## src/hdl/usb_flags_defines.vh

```
// Constants for the USB interrupt flag block: offsets, bit positions, resets and timings.
`ifndef USB_FLAGS_DEFINES_VH
`define USB_FLAGS_DEFINES_VH
`define OFS_FLAGS 12'h000
`define OFS_IRQ_MASK 12'h004
`define OFS_ERR_ENABLE 12'h008
`define OFS_ERR_STATUS 12'h00c
`define OFS_CONTROL 12'h010
`define OFS_TOKEN_STATUS 12'h014
`define BIT_STALL 7
`define BIT_ATTACH 6
`define BIT_RESUME 5
`define BIT_IDLE 4
`define BIT_TOKEN 3
`define BIT_SOF 2
`define BIT_ERROR 1
`define BIT_RESET_DETACH 0
`define CTRL_HOST_EN 0
`define FLAGS_RESET 8'h00
`define MASK_RESET 8'h00
`define CLK_PERIOD_NS 10
`define QUIET_TIME_NS 2500
`define QUIET_CYCLES ((`QUIET_TIME_NS + `CLK_PERIOD_NS - 1) / `CLK_PERIOD_NS)
`define IDLE_TIME_NS 3000000
`define IDLE_CYCLES_DEFAULT ((`IDLE_TIME_NS + `CLK_PERIOD_NS - 1) / `CLK_PERIOD_NS)
`endif

```

## src/hdl/usb_interrupt_flag_register.v

```verilog
// USB interrupt flag register with APB slave, bus timers, error gating and token status queue.
//
// The address map and the APB interface to the registers are this design's own decisions.
`timescale 1ns/1ps
`include "usb_flags_defines.vh"

//////////////////////////////////////////////////////////////////////////////
// Operation
// - Flag register 8 bits, upper bits read zero
// - Hardware sets flags, software writes one clears
// - Stall flag on received or sent STALL
// - Attach flag when peripheral attach detected
// - Attach needs host mode, 2.5us quiet, not SE0
// - Resume flag after 2.5us K-state
// - Idle flag after 3 ms continuous idle
// - Token flag when token done, status readable
// - Clearing token flag advances status queue
// - SOF flag: device token or host threshold
// - Error flag only from enabled errors
// - Device mode: bit 0 is bus reset
// - Host mode: bit 0 is detach
module usb_interrupt_flag_register #(
  parameter IDLE_CYCLES = `IDLE_CYCLES_DEFAULT,
  parameter ERR_WIDTH = 8,
  parameter STAT_WIDTH = 8,
  parameter STAT_DEPTH_LOG2 = 2
) (
  input wire pclk,
  input wire presetn,
  input wire psel,
  input wire penable,
  input wire pwrite,
  input wire [11:0] paddr,
  input wire [31:0] pwdata,
  output reg [31:0] prdata,
  output reg pready,
  output reg pslverr,
  output reg irq,
  output reg host_operation_enable,
  input wire stall_event,
  input wire bus_activity,
  input wire bus_se0,
  input wire bus_k_state,
  input wire bus_idle_state,
  input wire peer_present,
  input wire token_done,
  input wire [STAT_WIDTH-1:0] token_status,
  input wire sof_token_rx,
  input wire sof_threshold_hit,
  input wire [ERR_WIDTH-1:0] error_events,
  input wire bus_reset_detect
);
  localparam QUIET_W = 9;
  localparam IDLE_W = 24;
  // The timing counts are held as integers and then cut to their counter width on purpose.
  // Both fit with room to spare, so the cut drops only leading zeros.
  localparam integer QUIET_COUNT = `QUIET_CYCLES;
  localparam integer IDLE_COUNT = IDLE_CYCLES;
  localparam [QUIET_W-1:0] QUIET_LIMIT = QUIET_COUNT[QUIET_W-1:0];
  localparam [IDLE_W-1:0] IDLE_LIMIT = IDLE_COUNT[IDLE_W-1:0];

  reg [7:0] usb_interrupt_flags_reg;
  reg [7:0] usb_interrupt_flags_next;
  reg [7:0] irq_mask_reg;
  reg [ERR_WIDTH-1:0] error_interrupt_enable_reg;
  reg [ERR_WIDTH-1:0] error_status_reg;
  reg [QUIET_W-1:0] quiet_cnt_reg;
  reg [QUIET_W-1:0] kstate_cnt_reg;
  reg [IDLE_W-1:0] idle_cnt_reg;
  reg peer_seen_reg;
  reg [7:0] events;
  reg [31:0] rd_mux;
  wire [STAT_WIDTH-1:0] token_status_reg;
  wire stat_empty;
  wire stat_full;
  reg [STAT_DEPTH_LOG2:0] stat_count_reg;
  wire stat_push_ok;
  wire stat_pop_ok;
  wire stat_more_after_pop;
  wire [IDLE_W-1:0] quiet_step;
  wire [IDLE_W-1:0] kstate_step;
  wire [IDLE_W-1:0] idle_step;
  wire wr_access;
  wire [7:0] clear_bits;
  wire quiet_done;
  wire token_pop;

  // Saturating counter step, shared by the bus timers.
  function [IDLE_W-1:0] sat_step;
    input [IDLE_W-1:0] cnt;
    input [IDLE_W-1:0] limit;
    input run;
    begin
      if (!run) begin
        sat_step = {IDLE_W{1'b0}};
      end else if (cnt >= limit) begin
        sat_step = limit;
      end else begin
        sat_step = cnt + 1'b1;
      end
    end
  endfunction

  // True when the address selects a mapped register.
  function mapped;
    input [11:0] addr;
    begin
      mapped = (addr == `OFS_FLAGS) || (addr == `OFS_IRQ_MASK) || (addr == `OFS_ERR_ENABLE) ||
        (addr == `OFS_ERR_STATUS) || (addr == `OFS_CONTROL) || (addr == `OFS_TOKEN_STATUS);
    end
  endfunction

  //////////////////////////////////////////////////////////////////////////////
  // APB access decode; the slave answers on the first access cycle.
  // A write lands only at the edge that completes the access, with pready high.
  // Holding penable longer than the protocol allows therefore cannot clear a flag twice.
  assign wr_access = psel && penable && pready && pwrite && mapped(paddr);
  // Flags clear only on ones written.
  assign clear_bits = (wr_access && paddr == `OFS_FLAGS) ? pwdata[7:0] : 8'h00;
  // Queue pops only when software clears a flag that is actually set.
  assign token_pop = clear_bits[`BIT_TOKEN] && usb_interrupt_flags_reg[`BIT_TOKEN];

  // Queue fill level as the queue itself sees it: a push into a full queue and a pop from an empty one do nothing.
  // Keeping the level here lets the token flag stay up while results remain queued.
  assign stat_push_ok = token_done && !stat_full;
  assign stat_pop_ok = token_pop && !stat_empty;
  assign stat_more_after_pop = (stat_count_reg > {{STAT_DEPTH_LOG2{1'b0}}, 1'b1});

  // Next counts of the three timers; the short ones use the wide function and are cut back to their width.
  // The counters saturate, so a long quiet or idle stretch never wraps and fires a second time.
  assign quiet_step = sat_step({{(IDLE_W-QUIET_W){1'b0}}, quiet_cnt_reg},
    {{(IDLE_W-QUIET_W){1'b0}}, QUIET_LIMIT}, !bus_activity);
  assign kstate_step = sat_step({{(IDLE_W-QUIET_W){1'b0}}, kstate_cnt_reg},
    {{(IDLE_W-QUIET_W){1'b0}}, QUIET_LIMIT}, bus_k_state);
  assign idle_step = sat_step(idle_cnt_reg, IDLE_LIMIT, bus_idle_state);

  //////////////////////////////////////////////////////////////////////////////
  // Bus timers: quiet time before attach, K-state length, long idle.
  always @(posedge pclk or negedge presetn) begin
    if (!presetn) begin
      quiet_cnt_reg <= {QUIET_W{1'b0}};
      kstate_cnt_reg <= {QUIET_W{1'b0}};
      idle_cnt_reg <= {IDLE_W{1'b0}};
      peer_seen_reg <= 1'b0;
    end else begin
      quiet_cnt_reg <= quiet_step[QUIET_W-1:0];
      kstate_cnt_reg <= kstate_step[QUIET_W-1:0];
      idle_cnt_reg <= idle_step;
      // Tracks connection so attach and detach fire once per change.
      if (events[`BIT_ATTACH]) begin
        peer_seen_reg <= 1'b1;
      end else if (host_operation_enable && !peer_present && bus_se0) begin
        peer_seen_reg <= 1'b0;
      end
    end
  end

  assign quiet_done = (quiet_cnt_reg == QUIET_LIMIT);

  //////////////////////////////////////////////////////////////////////////////
  // Event sources, one strobe per flag bit.
  always @* begin
    events = 8'h00;
    events[`BIT_STALL] = stall_event;
    events[`BIT_ATTACH] = host_operation_enable && quiet_done && !bus_se0 && peer_present && !peer_seen_reg;
    events[`BIT_RESUME] = (kstate_cnt_reg == QUIET_LIMIT - 1'b1) && bus_k_state;
    events[`BIT_IDLE] = (idle_cnt_reg == IDLE_LIMIT - 1'b1) && bus_idle_state;
    events[`BIT_TOKEN] = token_done;
    events[`BIT_SOF] = host_operation_enable ? sof_threshold_hit : sof_token_rx;
    events[`BIT_ERROR] = |(error_events & error_interrupt_enable_reg);
    events[`BIT_RESET_DETACH] = host_operation_enable ? (peer_seen_reg && !peer_present && bus_se0) :
      bus_reset_detect;
  end

  always @* begin
    usb_interrupt_flags_next = (usb_interrupt_flags_reg & ~clear_bits) | events;
    // flag survives pop
    // A pop that leaves another result queued keeps the flag up, so software sees every result.
    if (stat_pop_ok && stat_more_after_pop) begin
      usb_interrupt_flags_next[`BIT_TOKEN] = 1'b1;
    end
  end

  //////////////////////////////////////////////////////////////////////////////
  // Registers written by software and sticky state.
  always @(posedge pclk or negedge presetn) begin
    if (!presetn) begin
      usb_interrupt_flags_reg <= `FLAGS_RESET;
      irq_mask_reg <= `MASK_RESET;
      error_interrupt_enable_reg <= {ERR_WIDTH{1'b0}};
      error_status_reg <= {ERR_WIDTH{1'b0}};
      host_operation_enable <= 1'b0;
      irq <= 1'b0;
    end else begin
      usb_interrupt_flags_reg <= usb_interrupt_flags_next;
      if (wr_access && paddr == `OFS_IRQ_MASK) begin
        irq_mask_reg <= pwdata[7:0];
      end
      if (wr_access && paddr == `OFS_ERR_ENABLE) begin
        error_interrupt_enable_reg <= pwdata[ERR_WIDTH-1:0];
      end
      if (wr_access && paddr == `OFS_CONTROL) begin
        host_operation_enable <= pwdata[`CTRL_HOST_EN];
      end
      // Raw error causes, write one to clear, set wins.
      error_status_reg <= (error_status_reg &
        ~((wr_access && paddr == `OFS_ERR_STATUS) ? pwdata[ERR_WIDTH-1:0] : {ERR_WIDTH{1'b0}})) | error_events;
      // The interrupt is registered from the next flag value, so it rises with the flag that it reports.
      irq <= |(usb_interrupt_flags_next & irq_mask_reg);
    end
  end

  //////////////////////////////////////////////////////////////////////////////
  // token result queue
  token_status_fifo #(
    .WIDTH(STAT_WIDTH),
    .DEPTH_LOG2(STAT_DEPTH_LOG2)
  ) u_stat (
    .pclk(pclk),
    .presetn(presetn),
    .push(token_done),
    .push_data(token_status),
    .pop(token_pop),
    .head_reg(token_status_reg),
    .empty(stat_empty),
    .full(stat_full)
  );

  // Mirror of the queue fill level; a push and a pop in one cycle leave it unchanged.
  // It follows the queue's own refusal rules, so it can never drift from the real level.
  always @(posedge pclk or negedge presetn) begin
    if (!presetn) begin
      stat_count_reg <= {(STAT_DEPTH_LOG2+1){1'b0}};
    end else if (stat_push_ok && !stat_pop_ok) begin
      stat_count_reg <= stat_count_reg + 1'b1;
    end else if (stat_pop_ok && !stat_push_ok) begin
      stat_count_reg <= stat_count_reg - 1'b1;
    end
  end

  //////////////////////////////////////////////////////////////////////////////
  // Read mux.
  always @* begin
    rd_mux = 32'h0000_0000;
    case (paddr)
      `OFS_FLAGS: rd_mux[7:0] = usb_interrupt_flags_reg;
      `OFS_IRQ_MASK: rd_mux[7:0] = irq_mask_reg;
      `OFS_ERR_ENABLE: rd_mux[ERR_WIDTH-1:0] = error_interrupt_enable_reg;
      `OFS_ERR_STATUS: rd_mux[ERR_WIDTH-1:0] = error_status_reg;
      `OFS_CONTROL: rd_mux[`CTRL_HOST_EN] = host_operation_enable;
      `OFS_TOKEN_STATUS: rd_mux[STAT_WIDTH+1:0] = {stat_full, stat_empty, token_status_reg};
      default: rd_mux = 32'h0000_0000;
    endcase
  end

  // Zero-wait answer: pready rises in the first access cycle; unmapped addresses error.
  always @(posedge pclk or negedge presetn) begin
    if (!presetn) begin
      prdata <= 32'h0000_0000;
      pready <= 1'b0;
      pslverr <= 1'b0;
    end else begin
      pready <= psel && !penable;
      pslverr <= psel && !penable && !mapped(paddr);
      if (psel && !penable && !pwrite) begin
        prdata <= rd_mux;
      end
    end
  end
endmodule

```

## src/hdl/token_status_fifo.v

```verilog
// Small queue of token results; the head comes out of a register.
`timescale 1ns/1ps
module token_status_fifo #(
  parameter WIDTH = 8,
  parameter DEPTH_LOG2 = 2
) (
  input wire pclk,
  input wire presetn,
  input wire push,
  input wire [WIDTH-1:0] push_data,
  input wire pop,
  output reg [WIDTH-1:0] head_reg,
  output wire empty,
  output wire full
);
  localparam DEPTH = 1 << DEPTH_LOG2;
  reg [WIDTH-1:0] mem [0:DEPTH-1];
  reg [DEPTH_LOG2:0] wr_ptr_reg;
  reg [DEPTH_LOG2:0] rd_ptr_reg;
  wire do_push;
  wire do_pop;
  wire [DEPTH_LOG2:0] rd_next;

  // Full when pointers differ only in the wrap bit; a push into a full queue is dropped.
  assign empty = (wr_ptr_reg == rd_ptr_reg);
  assign full = (wr_ptr_reg[DEPTH_LOG2-1:0] == rd_ptr_reg[DEPTH_LOG2-1:0]) && !empty;
  assign do_push = push && !full;
  assign do_pop = pop && !empty;
  assign rd_next = do_pop ? rd_ptr_reg + 1'b1 : rd_ptr_reg;

  // Storage has no reset so it maps onto plain memory.
  always @(posedge pclk) begin
    if (do_push) begin
      mem[wr_ptr_reg[DEPTH_LOG2-1:0]] <= push_data;
    end
  end

  // Pointers and registered head; a push into an empty queue bypasses to the head.
  always @(posedge pclk or negedge presetn) begin
    if (!presetn) begin
      wr_ptr_reg <= {(DEPTH_LOG2+1){1'b0}};
      rd_ptr_reg <= {(DEPTH_LOG2+1){1'b0}};
      head_reg <= {WIDTH{1'b0}};
    end else begin
      if (do_push) begin
        wr_ptr_reg <= wr_ptr_reg + 1'b1;
      end
      rd_ptr_reg <= rd_next;
      if (do_push && (rd_next == wr_ptr_reg)) begin
        head_reg <= push_data;
      end else if (rd_next != wr_ptr_reg) begin
        head_reg <= mem[rd_next[DEPTH_LOG2-1:0]];
      end
    end
  end
endmodule

```

## config.mk

```make
export PLATFORM = sky130hd
export DESIGN_NAME = usb_interrupt_flag_register
export DESIGN_NICKNAME = d
export VERILOG_FILES = /design/src/hdl/usb_interrupt_flag_register.v /design/src/hdl/token_status_fifo.v
export VERILOG_INCLUDE_DIRS = /design/src /design/src/hdl
export SDC_FILE = /design/constraint.sdc
export NUM_CORES = 1
export LEC_CHECK = 0
export ABC_AREA = 0
export BUFFER_PORTS_ARGS = -buffer_cell sky130_fd_sc_hd__buf_2
export CAP_MARGIN = 20
export CORE_MARGIN = 3
export CORE_UTILIZATION = 30
export CTS_CLUSTER_DIAMETER = 40
export DETAILED_ROUTE_END_ITERATION = 16
export PLACE_DENSITY = 0.52
export SYNTH_ARGS = -nofsm -noshare
export SYNTH_HDL_FRONTEND = slang
export SYNTH_SLANG_ARGS = --single-unit
```

## constraint.sdc

```tcl
create_clock -name pclk -period 2.19 [get_ports pclk]
set_input_delay 0.1095 -clock pclk [delete_from_list [all_inputs] [get_ports pclk]]
set_output_delay 0.1095 -clock pclk [all_outputs]
set_load 0.02 [all_outputs]
```

Word-level counts from Yosys, hierarchy flattened
Memories as Yosys holds them, arrays and structs flattened.
Index checks and enable logic that the tools add are counted.
- add/subtract/negate cells: 7
- $lt $le $gt $ge: 4
- equal/unequal tests: 12
- muxes and demuxes: 23
- bitwise gates (word level): 8
- reductions and logical operators: 51
- operator list (kind ; number):
    $mux 24 ; 2
    $mux 9 ; 4
    $pmux 7 s5 ; 1
    $and 8x8->8 ; 4
    $mux 8 ; 4
    $logic_and 1x1->1 ; 30
    $add 24x1->24 const B ; 1
    $eq 12x4->1 const B ; 2
    $eq 12x5->1 const B ; 2
    $eq 24x19->1 const B ; 1
    $ge 24x19->1 const B ; 1
    $add 9x1->9 const B ; 2
    $eq 9x8->1 const B ; 2
    $ge 9x8->1 const B ; 2
    $not 8->8 ; 2
    $or 8x8->8 ; 2
    $reduce_or 8->1 ; 2
    $eq 12x3->1 const B ; 1
    $logic_not 12->1 ; 1
    $logic_not 1->1 ; 10
    $add 3x1->3 const B ; 3
    $mux 3 ; 3
    $mux 1 ; 7
    $eq 3x3->1 ; 2
    8 further kinds ; 14
- register bits after elaboration: 106
- RAM bits: 32
- input port bits: 75
- memories: 1
- memories (name ; words ; width ; rd ports ; clocked after Yosys merged registers in ; write ports ; RTL line ; text):
    u_stat.mem ; 4 ; 8 ; 1 ; 0 ; 1 ; token_status_fifo.v:17 ; reg [WIDTH-1:0] mem [0:DEPTH-1];

Depth between registers and ports, before layout
Gate-level depths: netlist (run 1).
- word-level depth: 15
- gate-level depth with buffers: 9
- gate-level depth less buffers: 8

Modules after synthesis
From an unflattened synthesis (run 1), not the netlist that was laid out.
- cell total of the unflattened synthesis: 605
- area total of the unflattened synthesis: 6994.2 um^2
- modules (own cells, without submodules) (module ; instances ; cells each ; area an instance (um^2) ; sequential area each (um^2)):
    usb_interrupt_flag_register ; 1 ; 454 ; 4778.3 ; 2302.2
    token_status_fifo ; 1 ; 151 ; 2215.9 ; 1311.3

Worst setup path after synthesis (run 1)
OpenSTA, ideal clock, no wires.
- path type: reg-to-reg
- start point: reg u_stat.rd_ptr_reg[0]
- end point: mem u_stat.mem[3][0], enable pin
- library setup time: 339 ps
- arrival: 2051 ps
- slack: -200 ps
- cell stages (with the launch flop): 7
- path buffers: 2
- clock period less this slack: 2390 ps
- path through: dfrtp_1 -> xor2_1 -> nor2_1 -> a21boi_0 -> clkbuf_1 -> clkbuf_1 -> and2_1
- word-level cells in the longest chain between the ends: 7
- elaborated cells between the ends (all ways): 8
- those cells by class: 2 x eq/ne; 2 x mux; 4 x reduce/logical
- RTL lines (item ; RTL line ; text):
    start, declared ; token_status_fifo.v:19 ; reg [DEPTH_LOG2:0] rd_ptr_reg;
    start signal, assigned ; token_status_fifo.v:42 ; rd_ptr_reg <= {(DEPTH_LOG2+1){1'b0}};
    start signal, assigned ; token_status_fifo.v:48 ; rd_ptr_reg <= rd_next;
    $eq 3x3->1 ; token_status_fifo.v:25 ; assign empty = (wr_ptr_reg == rd_ptr_reg);
    $logic_not 1->1 ; token_status_fifo.v:26 ; assign full = (wr_ptr_reg[DEPTH_LOG2-1:0] == rd_ptr_reg[DEPTH_LOG2-1:0]) && !empty;
    $logic_and 1x1->1 (*) ; token_status_fifo.v:26 ;
    $logic_not 1->1 (*) ; token_status_fifo.v:27 ; assign do_push = push && !full;
    $logic_and 1x1->1 (*) ; token_status_fifo.v:27 ;
    $mux 1 (*) ; token_status_fifo.v:33 ; if (do_push) begin
    $mux 1 (not written as such) (*) ; token_status_fifo.v:34 ; mem[wr_ptr_reg[DEPTH_LOG2-1:0]] <= push_data;
    end, declared ; token_status_fifo.v:17 ;
Mark *: on every way between the ends. The rest lies on a longest branch, timed or not.

Final worst setup path (run 1)
- start point: reg idle_cnt_reg[14]
- end point: reg irq
- word-level cells in the longest chain between the ends: 5
- RTL lines (item ; RTL line ; text):
    start, declared ; usb_interrupt_flag_register.v:69 ; reg [IDLE_W-1:0] idle_cnt_reg;
    start signal, assigned ; usb_interrupt_flag_register.v:143 ; idle_cnt_reg <= {IDLE_W{1'b0}};
    start signal, assigned ; usb_interrupt_flag_register.v:148 ; idle_cnt_reg <= idle_step;
    $eq 24x19->1 ; usb_interrupt_flag_register.v:167 ; events[`BIT_IDLE] = (idle_cnt_reg == IDLE_LIMIT - 1'b1) && bus_idle_state;
    $logic_and 1x1->1 ; usb_interrupt_flag_register.v:167 ;
    $or 8x8->8 ; usb_interrupt_flag_register.v:176 ; usb_interrupt_flags_next = (usb_interrupt_flags_reg & ~clear_bits) | events;
    $and 8x8->8 ; usb_interrupt_flag_register.v:209 ; irq <= |(usb_interrupt_flags_next & irq_mask_reg);
    $reduce_or 8->1 ; usb_interrupt_flag_register.v:209 ;
    end signal, assigned ; usb_interrupt_flag_register.v:209 ;
    end, declared ; usb_interrupt_flag_register.v:38 ; output reg irq,
Every way passes these cells.
A chain may end at the register's enable or synchronous reset.

==> out/metrics.yaml, run 1 <==
outcome:
  status: "finished, final reports clean"
floorplan:
  start_util_pct: 31.1
  dieArea_um2: 25000
  core-area_um2: 22300
  die_x_um: 158
  num_io_pins: 111
  num_rows: 54
  die_h_um: 158
routing:
  ant_nets: 0
  drc: 0
  wl_mm: 17.6
  via_count: 5237
  wire_per_inst_um: 16.6
  drt_iter0_markers: 352
  via_per_inst: 4.93
  drtPass1Iterations: 7
timing:
  finalClockSkew_ns: 0.00956
  slew_headroom_pct: 62.0
  finalWorstSetupSlack_ns: 0.108
  period_needed_ns: 2.08
  hold_viol_final: 0
  setup_viol: 0
  fin_crit_sh_pct: 95.1
  setup_tns_ns: 0
  worst_pin_slew_ns: 0.565
  slew_viol_final: 0
  rsz0062_at_grt: "no"
  fmax_mhz: 480
placed_design:
  pre_cts_ws_ns: -0.157
  port_buffers: 64
  gp_congestion: 0.804
  dp_hpwl_mm: 12.8
  dpl_cell_area_um2: 7950
setup_path:
  crit_type: "flop to flop"
  r2r_slack_ns: 0.11
  crit_fanout: 2
  cp_cell_sequence: "or4_4 -> or4_4 -> buf_4 -> a2bb2oi_1 -> o211ai_1 -> a211o_1"
  cpMostUsedCell: "or4_4"
  critPathCaptureType: "flop"
  cp_num_buf_inv: 1
  cp.arrival_ns: 2.44
  start_kind: "flop"
  critical_path.top_delay_family: "simple AND/OR/NAND/NOR gates"
  cp_slowest_cell: "or4_4"
  worstPathRequired_ns: 2.54
  slowest_delay_ns: 0.53
cts:
  cts_tree: "yes"
  clock_sinks: 138
  clk_pin_slew_ns: 0.06
  cts_buffer_depth: 2
  clkLatencyLatePin_ns: 0.42
  numCtsBuffers: 17
  htree_levels: 4
  cts_root_buf: "clkbuf_16"
run:
  maxCapViolations: 0
logic_synthesis:
  yosys_register_bits: 138
  synth_area_leaders: "dfrtp_1, edfxtp_1, mux2_2"
  syn_avg_cell_area_um2: 11.2
  synth_edf_count: 32
  syn_area_um2: 6930
  synth_most_common_cell: "dfrtp_1"
  syn_inst: 621
  ys.flop_type: "dfrtp_1"
  synth_area_leader_cell: "dfrtp_1"
  async_reset_ff_share_pct: 76.8
  ys_warn_count: 0
  synth_cell_types: 62
  synth_commonest_cells: "dfrtp_1, nand2_1, nor2_1"
  ys_seq_area_share_pct: 52.1
  yosysTopAreaCellShare_pct: 38.3
grt:
  grt_pass1_wl_mm: 28.2
  grt_max_degree: 57
  antenna_found_initial: 2
  grt_pass1_vias: 5400
  grt_usage_pct: 14.5
  grt_overflow: 0
power_and_ir_drop:
  cellPowerDensity_nw_per_um2: 826
  switching_share_pct: 27.5
  intPower_uw: 5350
  power.switching_uw: 2030
  p_seq_share_pct: 43.2
  p_leak_uw: 0.00385
  p_clk_share_pct: 38.4
  peakVddDrop_uv: 458
  comb_power_share_pct: 18.5
final_layout:
  design_area_um2: 8930
  nFillCells: 2120
  nets: 858
  drive_gt1_share_pct: 25.4
  largest_register_ffs: 32
  area_delta_synth_final_pct: 28.8
worst_hold_path:
  hp-class: "input pin to flop"
-- cell families (layout without fill, tap and decap cells) --
group	after synthesis	after routing	share of synthesized area, %
AO/OA/AOI/OAI	144	144	14.9
XOR/XNOR	39	39	4.93
adder cells (fa/ha/maj)	16	16	2.85
buffers and inverters	72	204	5.31
flip-flops	138	138	52.1
multiplexers	39	39	6.19
other	1	31	0.0541
AND/OR/NAND/NOR	172	172	13.6
-- power groups by stage --
stage	registers, uW	logic (uW)	clock network, uW
2_1_floorplan	3150	839	0
3_3_place_gp	3200	1240	0
3_5_place_dp	3210	1290	0
4_1_cts	3170	1340	2890
5_1_grt	3220	1520	3010
6_report	3180	1360	2830
-- routing by layer --
layer	vias up	wire length (um)	track usage, %
li1	2526	-	-
met1	2565	8020	18.6
met2	136	8540	24.2
met3	10	846	3.77
met4	0	191	3.89
met5	-	0	0
-- tightest hold or removal path, stage by stage --
cell and delay, ns:
buf_2 0.11, nand4_1 0.11, a22oi_1 0.09
-- cells in the final DEF, fill, tap and decap left out, types with 17 or more instances in the layout --
| cell | count |
|---|---|
| mux2_2 | 23 |
| nor2_1 | 38 |
| buf_2 | 63 |
| dlygate4sd3_1 | 33 |
| edfxtp_1 | 32 |
| dfrtp_1 | 104 |
| xnor2_1 | 26 |
| clkbuf_16 | 17 |
| conb_1 | 29 |
| a21oi_1 | 27 |
| inv_1 | 24 |
| nand2_1 | 38 |
| buf_4 | 41 |
-- area by class of cell --
cell class              instances  area (um^2)  area share (%)
diodes                          2         5.00          0.0560
clock buffers                  22          464            5.20
clock inverters                10          118            1.32
inverters                      26         97.6            1.09
multi-input cells             439         3160            35.3
flip-flops and latches        138         3620            40.5
well taps                     280          350            3.92
repair buffers                146         1120            12.6
-- final timing paths --
path	startpoint	cells after the start	endpoint
max	idle_cnt_reg[14]	6	irq
max reg2reg	idle_cnt_reg[14]	6	irq
min in group asynchronous	presetn	2	idle_cnt_reg[3]
max in group asynchronous	presetn	3	u_stat.wr_ptr_reg[0]
min reg2reg	prdata[8]	2	prdata[8]
min	peer_present	3	peer_seen_reg
-- through the flow --
step | hold slack, ns | instances | utilization (%) | power, uW
after detailed placement | 0.116 | 995 | 35.7 | 4500
after floorplan | -0.186 | 649 | - | 3990
final | 0.0500 | 1063 | 40.1 | 7380
after global placement | 0.106 | 995 | 35.7 | 4440
after CTS | 0.0323 | 1060 | 39.8 | 7400
after global routing | 0.0521 | 1063 | 40.1 | 7750
-- timing repair --
item / in CTS / in global routing
pin swaps: 0 / 6
endpoints found under the setup margin: 4 / 54
hold endpoints to repair: 102 / 0
buffers inserted: 0 / 1
hold buffers: 33 / 0
gates resized for setup: 1 / 10
(Power assumes the default switching activity.)
==> run 2, diff against run 1 <==
--- a/config.mk
+++ b/config.mk
@@ -9,11 +9,10 @@
 export ABC_AREA = 0
 export BUFFER_PORTS_ARGS = -buffer_cell sky130_fd_sc_hd__buf_2
 export CAP_MARGIN = 20
-export CORE_MARGIN = 3
+export CORE_MARGIN = 5
 export CORE_UTILIZATION = 30
 export CTS_CLUSTER_DIAMETER = 40
 export DETAILED_ROUTE_END_ITERATION = 16
-export PLACE_DENSITY = 0.52
 export SYNTH_ARGS = -nofsm -noshare
 export SYNTH_HDL_FRONTEND = slang
 export SYNTH_SLANG_ARGS = --single-unit
==> run 2 against run 1 <==
Net effect: clock-buffer cell count fell by 3; power fell by 1.8%; routed wire length fell by 1.4%; setup slack got worse by 0.0025 ns; critical path depth rose by 1; largest power group unchanged; clock power fell by 5%.
==> out/metrics.yaml, run 2 (synthesis results as in run 1) <==
run:
  maxCapViolations: 0  # unchanged
grt:
  grt_usage_pct: 13.5  # -0.96 points
  antenna_found_initial: 0  # -2
  grt_overflow: 0  # unchanged
  grt_pass1_vias: 5414  # +0.26%
  grt_max_degree: 46  # -19%
  grt_pass1_wl_mm: 28.0  # -0.85%
setup_path:
  critical_path.top_delay_family: "multiplexers"
  cp_slowest_cell: "dfrtp_1"
  worstRegToRegCells: 7  # +1
  crit_type: "flop to flop"
  r2r_slack_ns: 0.11  # about the same
  cp_num_cells: 7  # +1
  worstPathRequired_ns: 2.50  # -0.04 ns
  cp_cell_sequence: "xor2_2 -> buf_4 -> buf_4 -> a21boi_1 -> buf_12 -> mux2_2 -> mux2_4"
  cp.arrival_ns: 2.39  # -0.05 ns
  start_kind: "flop"
  cp_num_buf_inv: 3  # +2
  critPathCaptureType: "flop"
  r2r-end: "u_stat.head_reg[6]"
  crit_fanout: 19  # +17
  rr_startpoint: "u_stat.wr_ptr_reg[2]"
  cpMostUsedCell: "buf_4"
  slowest_delay_ns: 0.44  # -0.09 ns
cts:
  cts_tree: "yes"
  clkLatencyLatePin_ns: 0.43  # about the same
  clk_pin_slew_ns: 0.06  # about the same
  cts_root_buf: "clkbuf_16"
  cts_buffer_depth: 2  # unchanged
  numCtsBuffers: 17  # unchanged
  clock_sinks: 138  # unchanged
  htree_levels: 4  # unchanged
timing:
  finalClockSkew_ns: 0.0107  # +0.00110 ns
  period_needed_ns: 2.08  # +0.00246 ns
  hold_viol_final: 0  # unchanged
  worst_pin_slew_ns: 0.739  # +0.174 ns
  setup_viol: 0  # unchanged
  rsz0062_at_grt: "no"
  fmax_mhz: 480  # -0.12%
  fin_crit_sh_pct: 95.2  # +0.11 points
  slew_headroom_pct: 50.6  # -11 points
  slew_viol_final: 0  # unchanged
  setup_tns_ns: 0  # unchanged
placed_design:
  port_buffers: 64  # unchanged
  place_inst: 997  # +0.20%
  gp_congestion: 0.791  # -1.6%
  dp_hpwl_mm: 12.4  # -3.1%
  dpl_cell_area_um2: 7940  # -0.20%
floorplan:
  die_x_um: 162  # +2.5%
  die_h_um: 162  # +2.5%
  num_io_pins: 111  # unchanged
  start_util_pct: 30.5  # -0.57 points
  core-area_um2: 22700  # +1.9%
  num_rows: 55  # +1.9%
  dieArea_um2: 26300  # +5.1%
worst_hold_path:
  hp-class: "input pin to flop"
  min_from: "peer_present"
  min_path_cells: 3  # unchanged
  min_to: "peer_seen_reg"
final_layout:
  design_area_um2: 8890  # -0.48%
  fin_cells: 1062  # -0.094%
  largest_register_ffs: 32  # unchanged
  nets: 854  # -0.47%
  final_cell_mix: "dfrtp_1, buf_2, nand2_1, nor2_1, buf_4"
  utilization_pct: 39.1  # -0.92 points
  nFillCells: 2202  # +3.9%
  antennaDiodeCount: 0  # -2
  final_common_cell: "dfrtp_1"
  area_delta_synth_final_pct: 28.2
  drive_gt1_share_pct: 25.4  # about the same
routing:
  drc: 0  # unchanged
  via_count: 5253  # +0.31%
  drt_iter0_markers: 449  # +28%
  drtPass1Iterations: 5  # -2
  via_per_inst: 4.95  # +0.40%
  wl_mm: 17.4  # -1.4%
  ant_nets: 0  # unchanged
  wire_per_inst_um: 16.3  # -1.3%
power_and_ir_drop:
  cellPowerDensity_nw_per_um2: 814  # -1.4%
  totalPowerFinal_uw: 7240  # -1.8%
  peakVddDrop_uv: 557  # +22%
  p_leak_uw: 0.00381  # -0.97%
outcome:
  status: "finished, final reports clean"
## run 2: changes by cell type in the layout (fill, tap and decap cells not counted), moves of 2 or more
cell,change
diode_2,-2
clkinv_4,+2
clkinvlp_4,+2
clkbuf_8,-2
buf_4,-3
## run 2: worst reg2reg max path: cells and delay by family (launching register included)
family                    cells  cell delay [ns]
muxes                         2             0.63
buffers and inverters         3             0.48
DFF                           1             0.44
xor gates and xnor gates      1             0.23
AOI/OAI and AO/OA             1             0.21
## run 2: stage by stage
step	worst slack, ns	hold slack [ns]
after global routing	0.00425	0.0476
after global placement	-0.0722	0.154
final	0.105	0.0364
after CTS	0.00321	0.00435
after floorplan	-0.00130	-0.186
after detailed placement	-0.106	0.158
## run 2: power by group
| group | total (uW) | leakage, uW | switching [uW] | internal [uW] |
|---|---|---|---|---|
| Combinational | 1360 | 0.00197 | 690 | 670 |
| Clock | 2700 | 0.000256 | 1140 | 1570 |
| Sequential | 3180 | 0.00159 | 235 | 2940 |
| Total | 7240 | 0.00381 | 2060 | 5180 |
## run 2: repair_timing
action | 4_1_cts | 5_1_grt
buffers inserted | 0 | 1
pin swaps | 0 | 8
gates resized for setup | 1 | 12
setup endpoints to repair | 1 | 27
endpoints found under the hold margin | 118 | 1
hold buffers | 31 | 1
## run 2: how the worst max path moves through the flow
stage / end / start
3_5_place_dp: u_stat.head_reg[6] / paddr[7]
3_3_place_gp: u_stat.head_reg[1] / paddr[7]
6_report: u_stat.head_reg[6] / u_stat.wr_ptr_reg[2]
2_1_floorplan: u_stat.head_reg[0] / paddr[7]
5_1_grt: u_stat.head_reg[6] / pready
4_1_cts: u_stat.head_reg[6] / pready
## run 2: final cells by class
cell class / count / area (um^2) / share of cell area, %
Multi-Input combinational cell: 439 / 3170 / 35.7
Sequential cell: 138 / 3610 / 40.7
Tap cell: 285 / 357 / 4.01
Clock buffer: 19 / 433 / 4.87
Inverter: 26 / 97.6 / 1.10
Clock inverter: 13 / 123 / 1.38
Timing Repair Buffer: 142 / 1100 / 12.3
## run 2: layer usage
metal	wire length, um	up-vias	GRT usage [%]
li1	-	2511	-
met4	452	0	5.84
met5	0	-	0
met3	1010	30	3.45
met2	7960	142	21.1
met1	7930	2570	17.8
==> run 3, diff against run 2 <==
--- a/config.mk
+++ b/config.mk
@@ -15,4 +15,5 @@
 export DETAILED_ROUTE_END_ITERATION = 16
 export SYNTH_ARGS = -nofsm -noshare
 export SYNTH_HDL_FRONTEND = slang
+export SYNTH_HIERARCHICAL = 1
 export SYNTH_SLANG_ARGS = --single-unit
==> run 3 against run 2 <==
Net effect: the run now ends with negative setup slack left; power rose by 7.2%; setup slack worse by 0.13 ns; register-to-register slack worse by 0.13 ns; via count down 3.7%; core utilization is 0.38 points higher; cell count grew 1.2%; clock-buffer cell count up 4; combinational power is 20% higher; synthesized area up 0.88%; routed wire length decreased by 0.63%; hold slack lost 0.016 ns; critical endpoint is now u_stat/head_reg[7]; largest cell class unchanged; largest power group unchanged.
==> out/metrics.yaml, run 3 <==
grt:
  grt_pass1_vias: 5158  # -4.7%
  grt_usage_pct: 13.4  # -0.071 points
  grt_max_degree: 48  # +4.3%
  grt_overflow: 0  # unchanged
  antenna_found_initial: 1  # +1
  grt_pass1_wl_mm: 27.7  # -1.0%
setup_path:
  crit_start: "u_stat/wr_ptr_reg[2]"
  crit_end: "u_stat/head_reg[7]"
  r2r-end: "u_stat/head_reg[7]"
  start_kind: "flop"
  cp.arrival_ns: 2.50  # +0.11 ns
  cp_slowest_cell: "or4_4"
  r2r_slack_ns: -0.03  # -0.13 ns
  worstPathRequired_ns: 2.47  # -0.03 ns
  crit_fanout: 33  # +14
  slowest_delay_ns: 0.66  # +0.22 ns
  rr_startpoint: "u_stat/wr_ptr_reg[2]"
  critical_path.top_delay_family: "simple AND/OR/NAND/NOR gates"
  worstRegToRegCells: 6  # -1
  cp_cell_sequence: "xor2_2 -> buf_12 -> or4_4 -> and3_1 -> o32ai_1 -> mux2i_1"
  crit_type: "flop to flop"
  cp_num_buf_inv: 1  # -2
  cp_num_cells: 6  # -1
  critPathCaptureType: "flop"
placed_design:
  dp_hpwl_mm: 12.3  # -0.17%
  pre_cts_ws_ns: -0.411  # -0.304 ns
  gp_congestion: 0.811  # +2.6%
  port_buffers: 64  # unchanged
logic_synthesis:
  synth_edf_count: 32  # unchanged
  ys_warn_count: 6  # +6
  syn_inst: 605  # -2.6%
  yosysTopAreaCellShare_pct: 37.9  # -0.34 points
  ys_seq_area_share_pct: 51.7  # -0.46 points
  yosys_register_bits: 138  # unchanged
  syn_area_um2: 6990  # +0.88%
  syn_avg_cell_area_um2: 11.6  # +3.6%
  synth_most_common_cell: "dfrtp_1"
  synth_area_leader_cell: "dfrtp_1"
  ys.flop_type: "dfrtp_1"
  async_reset_ff_share_pct: 76.8  # unchanged
  synth_commonest_cells: "dfrtp_1, nand2_1, nor2_1"
  synth_cell_types: 70  # +13%
  synth_area_leaders: "dfrtp_1, edfxtp_1, mux2_2"
cts:
  cts_tree: "yes"
  clkLatencyLatePin_ns: 0.42  # about the same
  clock_sinks: 138  # unchanged
  numCtsBuffers: 17  # unchanged
  cts_buffer_depth: 2  # unchanged
  clk_pin_slew_ns: 0.06  # about the same
  cts_root_buf: "clkbuf_16"
  htree_levels: 4  # unchanged
final_layout:
  area_delta_synth_final_pct: 28.7
  drive_gt1_share_pct: 26.4  # +1.1 points
  nets: 839  # -1.8%
  final_common_cell: "dfrtp_1"
  final_cell_mix: "dfrtp_1, buf_2, buf_4"
  largest_register_ffs: 32  # unchanged
timing:
  whs_ns: 0.0200  # -0.0164 ns
  slew_headroom_pct: 54.3  # +3.7 points
  hold_viol_final: 0  # unchanged
  setup_viol: 7  # +7
  period_needed_ns: 2.22  # +0.133 ns
  finalWorstSetupSlack_ns: -0.0277  # -0.133 ns
  finalClockSkew_ns: 0.00848  # -0.00218 ns
  slew_viol_final: 0  # unchanged
  fin_crit_sh_pct: 101  # +6.1 points
  rsz0062_at_grt: "yes"
  worst_pin_slew_ns: 0.685  # -0.0533 ns
  fmax_mhz: 451  # -6.0%
routing:
  wire_per_inst_um: 16.0  # -1.8%
  drt_iter0_markers: 410  # -8.7%
  drtPass1Iterations: 4  # -1
  via_per_inst: 4.71  # -4.9%
  via_count: 5058  # -3.7%
  wl_mm: 17.2  # -0.63%
  drc: 0  # unchanged
  ant_nets: 0  # unchanged
floorplan:
  start_util_pct: 30.7  # +0.18 points
  dieArea_um2: 26500  # +0.83%
  die_h_um: 163  # +0.41%
  die_x_um: 163  # +0.41%
  core-area_um2: 22800  # +0.30%
  num_io_pins: 111  # unchanged
  num_rows: 55  # unchanged
outcome:
  status: "complete, but fails checks"
  violations: "negative setup slack"
power_and_ir_drop:
  p_leak_uw: 0.00391  # +2.6%
  peakVddDrop_uv: 512  # -8.1%
  cellPowerDensity_nw_per_um2: 862  # +5.9%
worst_hold_path:
  hp-class: "input pin to flop"
  min_path_cells: 2  # -1
run:
  maxCapViolations: 0  # unchanged
-- run 3: changes by cell type in the layout (fill, tap and decap cells not counted), moves of 9 or more --
| cell | before | now |
|---|---|---|
| a211oi_1 | 9 | 0 |
| a21boi_0 | 5 | 15 |
| a221oi_1 | 0 | 9 |
| a22oi_1 | 13 | 0 |
| and3_1 | 10 | 21 |
| mux2i_1 | 8 | 18 |
| o221ai_1 | 15 | 1 |
| xnor2_1 | 26 | 15 |
| xor2_1 | 10 | 20 |
-- run 3: through the flow --
stage	total power, uW	utilization [%]	instance area [um^2]	std cells	setup TNS [ns]
2_1_floorplan	4100	-	7160	633	-1.87
3_3_place_gp	4720	35.1	8010	1011	-2.75
3_5_place_dp	4750	35.1	8010	1011	-3.09
4_1_cts	7780	39.2	8920	1072	-0.404
5_1_grt	8130	39.5	9000	1075	-1.18
6_report	7760	39.5	9000	1075	-0.115
-- run 3: per-layer routing --
layer  global-route usage, %  share of wire (%)  wire length, um
met1                    17.8                 45             7730
met2                    21.6                 48             8260
met3                    2.71                5.0              867
met4                    5.26                2.2              384
met5                       0                  0                0
-- run 3: logic make-up after synthesis --
group                    Yosys count  synth area share (%)
multiplexers                      45                  6.92
other                              1                0.0536
adder cells (fa/ha/maj)           16                  2.86
XOR/XNOR                          38                  5.06
AO/OA/AOI/OAI                    129                  13.7
buffers and inverters             63                  5.08
flip-flops                       138                  51.7
AND/OR/NAND/NOR                  175                  14.6
-- run 3: how the worst min path moves through the flow --
stage,start,endpoint,slack [ns]
after floorplan,presetn,error_interrupt_enable_reg[0],-0.19
after global placement,presetn,idle_cnt_reg[13],0.14
after detailed placement,presetn,idle_cnt_reg[14],0.14
after CTS,pwdata[0],error_interrupt_enable_reg[0],0.005
after global routing,pwdata[0],error_interrupt_enable_reg[0],0.02
final,pwdata[4],irq_mask_reg[4],0.02
-- run 3: repair_timing --
item	4_1_cts	5_1_grt
pin swaps	0	4
hold buffers	28	0
setup endpoints to repair	8	13
hold endpoints to repair	110	0
buffers inserted	1	2
resized for setup	2	13
-- run 3: where the power goes --
group / internal (uW) / total, uW / leakage [uW] / switching [uW]
sequential: 2960 / 3190 / 0.00159 / 229
combinational: 760 / 1630 / 0.00201 / 868
clock: 1870 / 2950 / 0.000305 / 1080
-- run 3: area by class of cell --
type                            count  area, um^2
Sequential cell                   138        3610
Tap cell                          313         392
Timing Repair Buffer              138        1050
Antenna cell                        1        2.50
Clock buffer                       23         509
Inverter                           21        78.8
Multi-Input combinational cell    432        3250
Clock inverter                      9         106
Fill cell                        2205       13800
